### src/pkg/dpll_pd_pkg.sv
// Constants and carrier types for the DPLL phase detector range block.
package dpll_pd_pkg;

    // APB register map (byte addresses).
    localparam int           ADDR_W      = 8;
    localparam logic [7:0]   CFG_OFFSET  = 8'h74;
    localparam logic [7:0]   STAT_OFFSET = 8'h78;

    // Configuration register layout and value after reset.
    localparam logic [7:0]   CFG_RESET   = 8'h85;
    localparam logic [7:0]   CFG_WMASK   = 8'hEF;
    localparam int           BIT_LOSS_EN = 7;
    localparam int           BIT_WIDE    = 6;
    localparam int           BIT_COARSE  = 5;
    localparam int           BIT_UNUSED  = 4;
    localparam int           LIMIT_LSB   = 0;
    localparam logic [3:0]   LIMIT_MAX   = 4'hC;

    // Status register layout.
    localparam int           STAT_LOSS   = 0;
    localparam int           STAT_WIDE   = 1;

    // Phase words: signed, unit_interval scaled by 2**FRAC_W.
    localparam int           PH_W        = 24;
    localparam int           FRAC_W      = 8;
    localparam logic [23:0]  PH_ONE      = 24'h00_0001;
    localparam logic signed [23:0] ONE_UI   = 24'sh00_0100;
    localparam logic signed [23:0] MAX_SPAN = 24'sh1F_FF00;
    localparam logic signed [23:0] PH_ZERO  = 24'sh00_0000;
    localparam logic [31:0]  RD_ZERO     = 32'h0000_0000;

    typedef struct packed {
        logic       loss_en;
        logic       wide;
        logic       coarse_result_in_loop;
        logic       unused;
        logic [3:0] limit;
    } cfg_t;

    typedef struct packed {
        logic                   valid;
        logic signed [PH_W-1:0] err;
    } ph_sample_t;

endpackage

### src/hdl/dpll_phase_detector_range.sv
// APB-configured range control for the DPLL phase detector and loop phase error.
`timescale 1ns/10ps
// Functional notes
// - Wide range bit clear: wide detector off, tracking limited to one unit_interval.
// - Wide range bit set: wide phase detector on, multi-UI tracking for limit codes 1-15; the loss flag has its own enable bit.
// - Coarse bit clear: loop phase error clamped to plus or minus one unit_interval.
// - Coarse clear, wide set: tracked phase position still kept over many UI.
// - Coarse bit set: tracker result, up to 8191 UI with wide set and one UI with wide clear, feeds the loop.
// - Coarse result gives proportional pull-in; clamped error limits overshoot.
// - Coarse direct locking keeps multi-UI error, matching divided-input dynamics.
// - Four-bit limit code roughly doubles span from 1 UI; codes 12-15 give maximum.
module dpll_phase_detector_range
    import dpll_pd_pkg::*;
(
    // Clock and reset
    input  wire logic              pclk,
    input  wire logic              presetn,
    // APB slave
    input  wire logic [ADDR_W-1:0] paddr,
    input  wire logic              psel,
    input  wire logic              penable,
    input  wire logic              pwrite,
    input  wire logic [31:0]       pwdata,
    input  wire logic [3:0]        pstrb,
    output logic      [31:0]       prdata,
    output logic                   pready,
    output logic                   pslverr,
    // Coarse phase measurement in
    input  wire ph_sample_t        ph_meas,
    // Loop and detector outputs
    output ph_sample_t             loop_err,
    output logic signed [PH_W-1:0] phase_pos,
    output logic                   wide_det_en,
    output logic                   phase_loss
);

    // Span of the coarse tracker for a limit code, in scaled phase units.
    function automatic logic signed [PH_W-1:0] span_of(input logic [3:0] code);
        logic [3:0]      c;
        logic [PH_W-1:0] ui_mask;
        c       = (code >= LIMIT_MAX) ? LIMIT_MAX : code;
        ui_mask = (PH_ONE << (c + 4'h1)) - PH_ONE;
        span_of = $signed(ui_mask << FRAC_W);
    endfunction

    // Symmetric saturation of a phase word to plus or minus lim.
    function automatic logic signed [PH_W-1:0] clamp(input logic signed [PH_W-1:0] v,
                                                     input logic signed [PH_W-1:0] lim);
        if (v > lim) begin
            clamp = lim;
        end else if (v < -lim) begin
            clamp = -lim;
        end else begin
            clamp = v;
        end
    endfunction

    cfg_t                   cfg_q;
    cfg_t                   cfg_d;
    logic [31:0]            prdata_q;
    logic                   pready_q;
    logic                   pslverr_q;
    ph_sample_t             loop_q;
    ph_sample_t             loop_d;
    logic signed [PH_W-1:0] pos_q;
    logic signed [PH_W-1:0] pos_d;
    logic                   wide_q;
    logic                   loss_q;
    logic                   loss_d;

    // Bus decode.
    wire                    setup    = psel & ~penable;
    wire                    done     = psel & penable & pready_q;
    wire                    hit_cfg  = (paddr == CFG_OFFSET);
    wire                    hit_stat = (paddr == STAT_OFFSET);
    wire                    wr_cfg   = done & pwrite & hit_cfg & pstrb[0];
    wire [7:0]              cfg_rd   = cfg_q & CFG_WMASK;
    wire [7:0]              stat_rd  = {6'h00, wide_q, loss_q};
    wire [31:0]             rd_sel   = hit_cfg  ? {24'h00_0000, cfg_rd} :
                                       hit_stat ? {24'h00_0000, stat_rd} : RD_ZERO;

    // Bit 4 is masked on every write, so it can never be stored.
    assign cfg_d = wr_cfg ? cfg_t'(pwdata[7:0] & CFG_WMASK) : cfg_q;

    // Tracker span: one unit_interval unless the wide range detector is on.
    wire signed [PH_W-1:0]  span_w   = cfg_q.wide ? span_of(cfg_q.limit) : ONE_UI;
    wire signed [PH_W-1:0]  track_w  = clamp(ph_meas.err, span_w);
    wire                    in_span  = (ph_meas.err <= span_w) && (ph_meas.err >= -span_w);

    // The loop sees either the linear coarse result or a one-UI clamp of it.
    // Linear feed gives pull-in proportional to error; the clamp trades speed for overshoot.
    wire signed [PH_W-1:0]  loop_w   = cfg_q.coarse_result_in_loop ? track_w
                                                                   : clamp(track_w, ONE_UI);

    // The phase position keeps the wide tracker value even when the loop is clamped.
    assign pos_d  = ph_meas.valid ? track_w : pos_q;
    assign loop_d = '{valid: ph_meas.valid, err: ph_meas.valid ? loop_w : loop_q.err};
    assign loss_d = ph_meas.valid ? (cfg_q.loss_en & ~in_span) : loss_q;

    always_ff @(posedge pclk or negedge presetn) begin
        if (!presetn) begin
            cfg_q     <= cfg_t'(CFG_RESET);
            prdata_q  <= RD_ZERO;
            pready_q  <= 1'b0;
            pslverr_q <= 1'b0;
        end else begin
            cfg_q     <= cfg_d;
            prdata_q  <= setup ? rd_sel : prdata_q;
            pready_q  <= setup;
            pslverr_q <= setup & ~(hit_cfg | hit_stat);
        end
    end

    always_ff @(posedge pclk or negedge presetn) begin
        if (!presetn) begin
            loop_q <= '{valid: 1'b0, err: PH_ZERO};
            pos_q  <= PH_ZERO;
            wide_q <= 1'b0;
            loss_q <= 1'b0;
        end else begin
            loop_q <= loop_d;
            pos_q  <= pos_d;
            wide_q <= cfg_q.wide;
            loss_q <= loss_d;
        end
    end

    assign prdata      = prdata_q;
    assign pready      = pready_q;
    assign pslverr     = pslverr_q;
    assign loop_err    = loop_q;
    assign phase_pos   = pos_q;
    assign wide_det_en = wide_q;
    assign phase_loss  = loss_q;
endmodule

### config.mk
export PLATFORM = sky130hd
export DESIGN_NAME = dpll_phase_detector_range
export DESIGN_NICKNAME = d
export VERILOG_FILES = /design/src/pkg/dpll_pd_pkg.sv /design/src/hdl/dpll_phase_detector_range.sv
export SDC_FILE = /design/constraint.sdc
export NUM_CORES = 1
export LEC_CHECK = 0
export BUFFER_PORTS_ARGS = -buffer_cell sky130_fd_sc_hd__buf_4
export CAP_MARGIN = 15
export CORE_MARGIN = 5
export CORE_UTILIZATION = 40
export CTS_CLUSTER_SIZE = 28
export DETAILED_ROUTE_END_ITERATION = 16
export GPL_ROUTABILITY_DRIVEN = 1
export PLACE_DENSITY = 0.65
export SLEW_MARGIN = 40
export SYNTH_ARGS = -nofsm -noshare
export SYNTH_HDL_FRONTEND = slang
export SYNTH_SLANG_ARGS = --single-unit
### constraint.sdc
create_clock -name pclk -period 7 [get_ports pclk]
set_input_delay 0 -clock pclk [delete_from_list [all_inputs] [get_ports pclk]]
set_output_delay 0 -clock pclk [all_outputs]
set_load 0.01 [all_outputs]
==> out/results.ini, run 1 <==
[power_and_ir_drop]
vdd_drop_max_mv=0.0988
cellLeakagePower_nw=2.86
powerDensity_nw_per_um2=175
p_total_w=0.00112

[cells_and_area]
drive_gt1_share_pct=26.7
syn_to_final_growth_pct=29.4
seq_area_um2=1690
fin_cells=887
multi_input_area_um2=2930
layout.nets=821
fillers=1125
antenna_cells=0

[die]
row_count=40
die_x_um=121
pin_count=159
die_area_um2=14700
coreArea_um2=12100
start_util_pct=41.1
die-height_um=121

[worst_setup_path]
r2r-start=cfg_q[2]
crit_start=cfg_q[2]
crit_path_start_kind=register
crit_type=reg -> reg
worst-path-max-fanout=21
cpPeakStageDelay_ps=710
cpMostUsedCell=ha_1
required_ps=7260
worstPathArrival_ps=6900
crit_path_end_kind=register
cp_slowest_cell=dfstp_4

[logic_synthesis]
async_flop_share_pct=100
synthFlopType=dfrtp_1
ys_seq_elements=67
synth_area_um2=4960
synthTopCellsByArea=dfrtp_1, ha_1, o21ai_0
avgSynthCellArea_um2=8.42
synth_most_common_cell=dfrtp_1
ys_top_cells_by_count=dfrtp_1, nand2_1, nor2_1, o21ai_0
synth_top_cell_area_share_pct=32.3
yosysTopAreaCell=dfrtp_1
ys_seq_area_share_pct=33.9
synth_cells=589
yosys_warnings=0
synth_cell_types=72
synth_edf_count=0

[timing]
clock.fmax_ghz=0.151
skew_ps=5.18
rsz0062_at_grt=false
hold_violations=0
slew-limit-headroom_pct=47.1
layout_min_cycle_time_ps=6640
tightest_slew_ps=793
setup_viol=0
post-route-period-util_pct=94.9
fin_tns_setup_ps=0
drv_slew=0

[grt]
grt_pass1_vias=4660
antenna_found_initial=0
overflow=0
track_usage_pct=20.3
grt_max_degree=68
grt_pass1_wl_mm=24.3

[clock_network]
cts.sinks=67
clk_pin_slew_worst_paths_ps=60
htreeDepth=3
cts_tree=built
cts_buffers=9
cts-root-buf=clkbuf_16
cts_setup_buffers=0
cts_buffer_depth=2
clk_latency_ps=330

[placement]
numPlacedInstances=855
gp_congestion=0.908
port_buffers=105
dp_hpwl_mm=11.3

[drt]
vias_per_cell=5.51
drtIter0Drc=374
drc=0
finalWirelength_mm=15.1
drt-wirelength-per-cell_um=17.0
vias=4885
ant_nets=0
dr.pass1.iters=5

[run]
cap_violations=0

[worst_hold_path]
worstHoldStart=paddr[3]
min_path_type=in -> reg

[run_status]
status=finished clean

==> critical path: cells and delay by family (launching register included) <==
kind	cells	cell delay [ps]
and+or+nand+nor	11	2240
AOI/OAI and AO/OA	10	2440
buffers and inverters	2	390
adders and majority gates	3	770
DFF	1	710
==> kinds of logic (layout without fill, tap and decap cells) <==
kind of cell | count (synthesis) | count (layout) | synth area share [%]
muxes | 7 | 7 | 1.56
xor gates and xnor gates | 2 | 2 | 0.353
and+or+nand+nor | 209 | 209 | 20.7
adders and majority gates | 33 | 33 | 8.33
AOI/OAI and AO/OA | 182 | 182 | 25.8
buffers and inverters | 87 | 193 | 9.23
other | 2 | 26 | 0.151
DFF | 67 | 67 | 33.9
==> routing by layer <==
metal,wire (um),track usage [%],vias to the layer above,share of wire (%)
met5,0,0,-,0
met4,181,5.18,0,1.2
met1,6690,27.4,2313,44
met2,7230,33.3,206,48
met3,1010,3.92,16,6.7
li1,-,-,2350,-
==> layout by cell type, fill, tap and decap left out, types with 8 or more instances in the layout <==
master and instances:
inv_1 26, a21oi_1 32, a221oi_1 8, o2bb2ai_1 9
nand3_1 28, conb_1 26, dfrtp_1 64, a21oi_2 13
o21ai_0 47, dlygate4sd3_1 16, buf_4 131, clkbuf_16 9
ha_1 33, nand4_1 8, a211oi_1 11, and2_1 18
nor2_1 47, nand2_1 59
==> final timing paths <==
| check | endpoint | slack (ps) | cells past startpoint |
|---|---|---|---|
| worst min register to register | wide_det_en | 430 | 0 |
| min in group asynchronous | phase_pos[6] | 220 | 2 |
| worst max register to register | loop_err[7] | 360 | 26 |
| worst min-delay path | prdata[7] | 20 | 4 |
| max in group asynchronous | loop_err[13] | 6340 | 2 |
| worst max-delay path | loop_err[7] | 360 | 26 |
==> registers in the layout (all words and copies together), names as in the netlist <==
| register | cells |
|---|---|
| loop_err | 25 |
| wide_det_en | 1 |
| pslverr | 1 |
| phase_loss | 1 |
| cfg_q | 7 |
| phase_pos | 24 |
| pready | 1 |
| prdata | 7 |
==> power by group <==
| part | switching, W | leakage (nW) | internal, W |
|---|---|---|---|
| Sequential | 0.0000170 | 0.788 | 0.000414 |
| Combinational | 0.000128 | 1.91 | 0.000108 |
| Clock | 0.000162 | 0.153 | 0.000294 |
==> final cells by class <==
type	instances	area share [%]
multi-input cells	459	45.7
flip-flops and latches	67	26.3
repair buffers	149	18.3
clock buffers	12	4.00
well taps	168	3.27
inverters	28	1.72
clock inverters	4	0.760
==> timing repair <==
item	4_1_cts	5_1_grt
endpoints found under the setup margin	0	8
hold buffers	16	0
gates resized for setup	0	4
hold endpoints to repair	87	0
==> metrics by stage <==
step,area (um^2),setup WS [ps],util (%),hold slack (ps)
floorplan,5050,929,-,-296
global placement,5930,392,49.1,154
detailed placement,5930,209,49.2,160
CTS,6400,154,53.0,7.26
global route,6420,14.3,53.2,39.2
finish,6420,359,53.2,15.1
Power figures use the tool's default switching activity.
==> run 2, diff against run 1 <==
- BUFFER_PORTS_ARGS: -buffer_cell sky130_fd_sc_hd__buf_4 -> default
- CTS_CLUSTER_DIAMETER: default -> 60
- DONT_BUFFER_PORTS: default -> 1
- PLACE_DENSITY: 0.65 -> default
==> out/results.ini, run 2 (same netlist as run 1, synthesis figures left out) <==
[grt]
track_usage_pct=20.1  ; -0.18 points
antenna_found_initial=0  ; unchanged
grt_pass1_vias=4317  ; -7.4%
globalRouteMet2Util_pct=32.2  ; -1.1 points
grt_max_degree=68  ; unchanged
overflow=0  ; unchanged
grtUsageMet3_pct=7.18  ; +3.3 points
gr-usage-met1_pct=25.4  ; -1.9 points
grt_busiest_layer=met2
grt_pass1_wl_mm=23.5  ; -3.1%

[clock_network]
cts-root-buf=clkbuf_16
cts.sinks=67  ; unchanged
htreeDepth=3  ; unchanged
cts_setup_buffers=0  ; unchanged
cts_tree=built
cts_buffer_depth=2  ; unchanged
clk_latency_ps=330  ; about the same
cts_buffers=9  ; unchanged
clk_pin_slew_worst_paths_ps=50  ; about the same

[timing]
skew_ps=6.06  ; +0.883 ps
tightest_slew_ps=684  ; -109 ps
clock.fmax_ghz=0.153  ; +1.6%
fin_tns_setup_ps=0  ; unchanged
post-route-period-util_pct=93.4  ; -1.5 points
setup_ws_ps=463  ; +104 ps
rsz0062_at_grt=false
hold_violations=0  ; unchanged
setup_viol=0  ; unchanged
drv_slew=0  ; unchanged
layout_min_cycle_time_ps=6540  ; -104 ps
slew-limit-headroom_pct=53.9  ; +6.8 points

[worst_setup_path]
crit_type=reg -> reg
reg2reg_slack_ps=460  ; +100 ps
required_ps=7260  ; about the same
rr_worst_depth=22  ; -15%
crit_path_start_kind=register
critPathCapture=loop_err[4]
crit_start=cfg_q[0]
worst-path-max-fanout=15  ; -29%
worstPathArrival_ps=6790  ; -110 ps
crit_path_end_kind=register
r2r_end=loop_err[4]
r2r-start=cfg_q[0]

[die]
pin_count=159  ; unchanged
die_x_um=121  ; unchanged
die_area_um2=14700  ; unchanged
row_count=40  ; unchanged
die-height_um=121  ; unchanged
start_util_pct=41.1  ; unchanged
coreArea_um2=12100  ; unchanged

[cells_and_area]
multi_input_area_um2=2930  ; -0.13%
layout_common_cells=dfrtp_1, nand2_1, o21ai_0, nor2_1
final_common_cell=dfrtp_1
layout.nets=724  ; -12%
largest_register_ffs=25  ; unchanged
fin_cells=790  ; -11%
antenna_cells=0  ; unchanged
seq_area_um2=1680  ; -0.44%
fillers=1179  ; +4.8%
drive_gt1_share_pct=14.5  ; -12 points
syn_to_final_growth_pct=15.8

[drt]
drtIter0Drc=333  ; -11%
vias=4519  ; -7.5%
finalWirelength_mm=14.7  ; -2.5%
ant_nets=0  ; unchanged
vias_per_cell=5.72  ; +3.9%
drc=0  ; unchanged
drt-wirelength-per-cell_um=18.7  ; +9.5%
dr.pass1.iters=5  ; unchanged

[run_status]
status=finished clean

[worst_hold_path]
min_path_type=in -> reg
hold_path_depth=3  ; -1

[power_and_ir_drop]
powerDensity_nw_per_um2=196  ; +12%
cellLeakagePower_nw=2.40  ; -16%
vdd_drop_max_mv=0.126  ; +28%

[placement]
port_buffers=0  ; -100%
dp_hpwl_mm=11.0  ; -3.1%
numPlacedInstances=753  ; -12%
dp_slack_ps=398  ; +189 ps
gp_congestion=0.936  ; +3.0%

[run]
cap_violations=0  ; unchanged

## run 2: cell types whose count changed in the layout (fill, tap and decap cells not counted), moves of 2 or more
| cell | delta |
|---|---|
| dlygate4sd3_1 | +3 |
| bufinv_16 | +2 |
| dfstp_4 | -2 |
| buf_4 | -100 |
| dfstp_2 | +2 |
| clkinv_2 | -2 |
## run 2: routing by layer
| layer | vias up | routed length, um | part of all wire [%] |
|---|---|---|---|
| met4 | 0 | 381 | 2.6 |
| li1 | 2150 | - | - |
| met5 | - | 0 | 0 |
| met2 | 193 | 6920 | 47 |
| met3 | 31 | 1260 | 8.5 |
| met1 | 2145 | 6200 | 42 |
## run 2: repair_timing
action / in CTS / in global routing
endpoints found under the setup margin: 0 / 22
hold buffers: 21 / 0
gates resized for setup: 0 / 2
endpoints found under the hold margin: 128 / 0
## run 2: cell type report
class / instances / share of cell area [%]
clock inverter: 4 / 1.70
clock buffer: 12 / 4.29
tap: 168 / 3.66
timing repair buffer: 52 / 8.19
inverter: 28 / 1.92
multi-input combinational: 459 / 51.0
sequential: 67 / 29.3
## run 2: worst min-delay path by stage
stage,slack (ps),endpoint,from
CTS,30,phase_pos[18],ph_meas[18]
floorplan,-300,cfg_q[1],presetn
global placement,-290,pready,presetn
detailed placement,-290,pready,presetn
global route,60,prdata[7],paddr[2]
finish,30,phase_pos[18],ph_meas[18]
## run 2: stage by stage
stage	utilization, %	cell area, um^2	hold slack (ps)	total power (W)
2_1_floorplan	-	5050	-296	0.000558
3_3_place_gp	42.7	5150	-293	0.000585
3_5_place_dp	42.7	5150	-293	0.000589
4_1_cts	47.6	5740	33.5	0.00113
5_1_grt	47.6	5740	58.5	0.00118
6_report	47.6	5740	32.8	0.00112
## run 2: worst max-delay path: stages (launching register included)
cell,delay [ps]
dfstp_2,720
nand3_2,180
or3_1,360
ha_1,330
or4_1,800
o21ai_0,220
ha_1,280
o21ai_0,70
nor2_1,60
o31ai_1,520
a31o_1,290
o21ai_2,90
a21oi_1,460
a211oi_1,240
or4_1,510
nor3_1,150
nand3_1,120
ha_1,310
a21oi_1,180
buf_4,200
nand3_1,130
o2bb2ai_1,150
o21bai_2,120
## run 2: where the power goes
group	total, W	internal (W)	switching [W]
clock network	0.000515	0.000358	0.000157
registers	0.000449	0.000414	0.0000347
logic	0.000159	0.0000654	0.0000938
total	0.00112	0.000837	0.000286
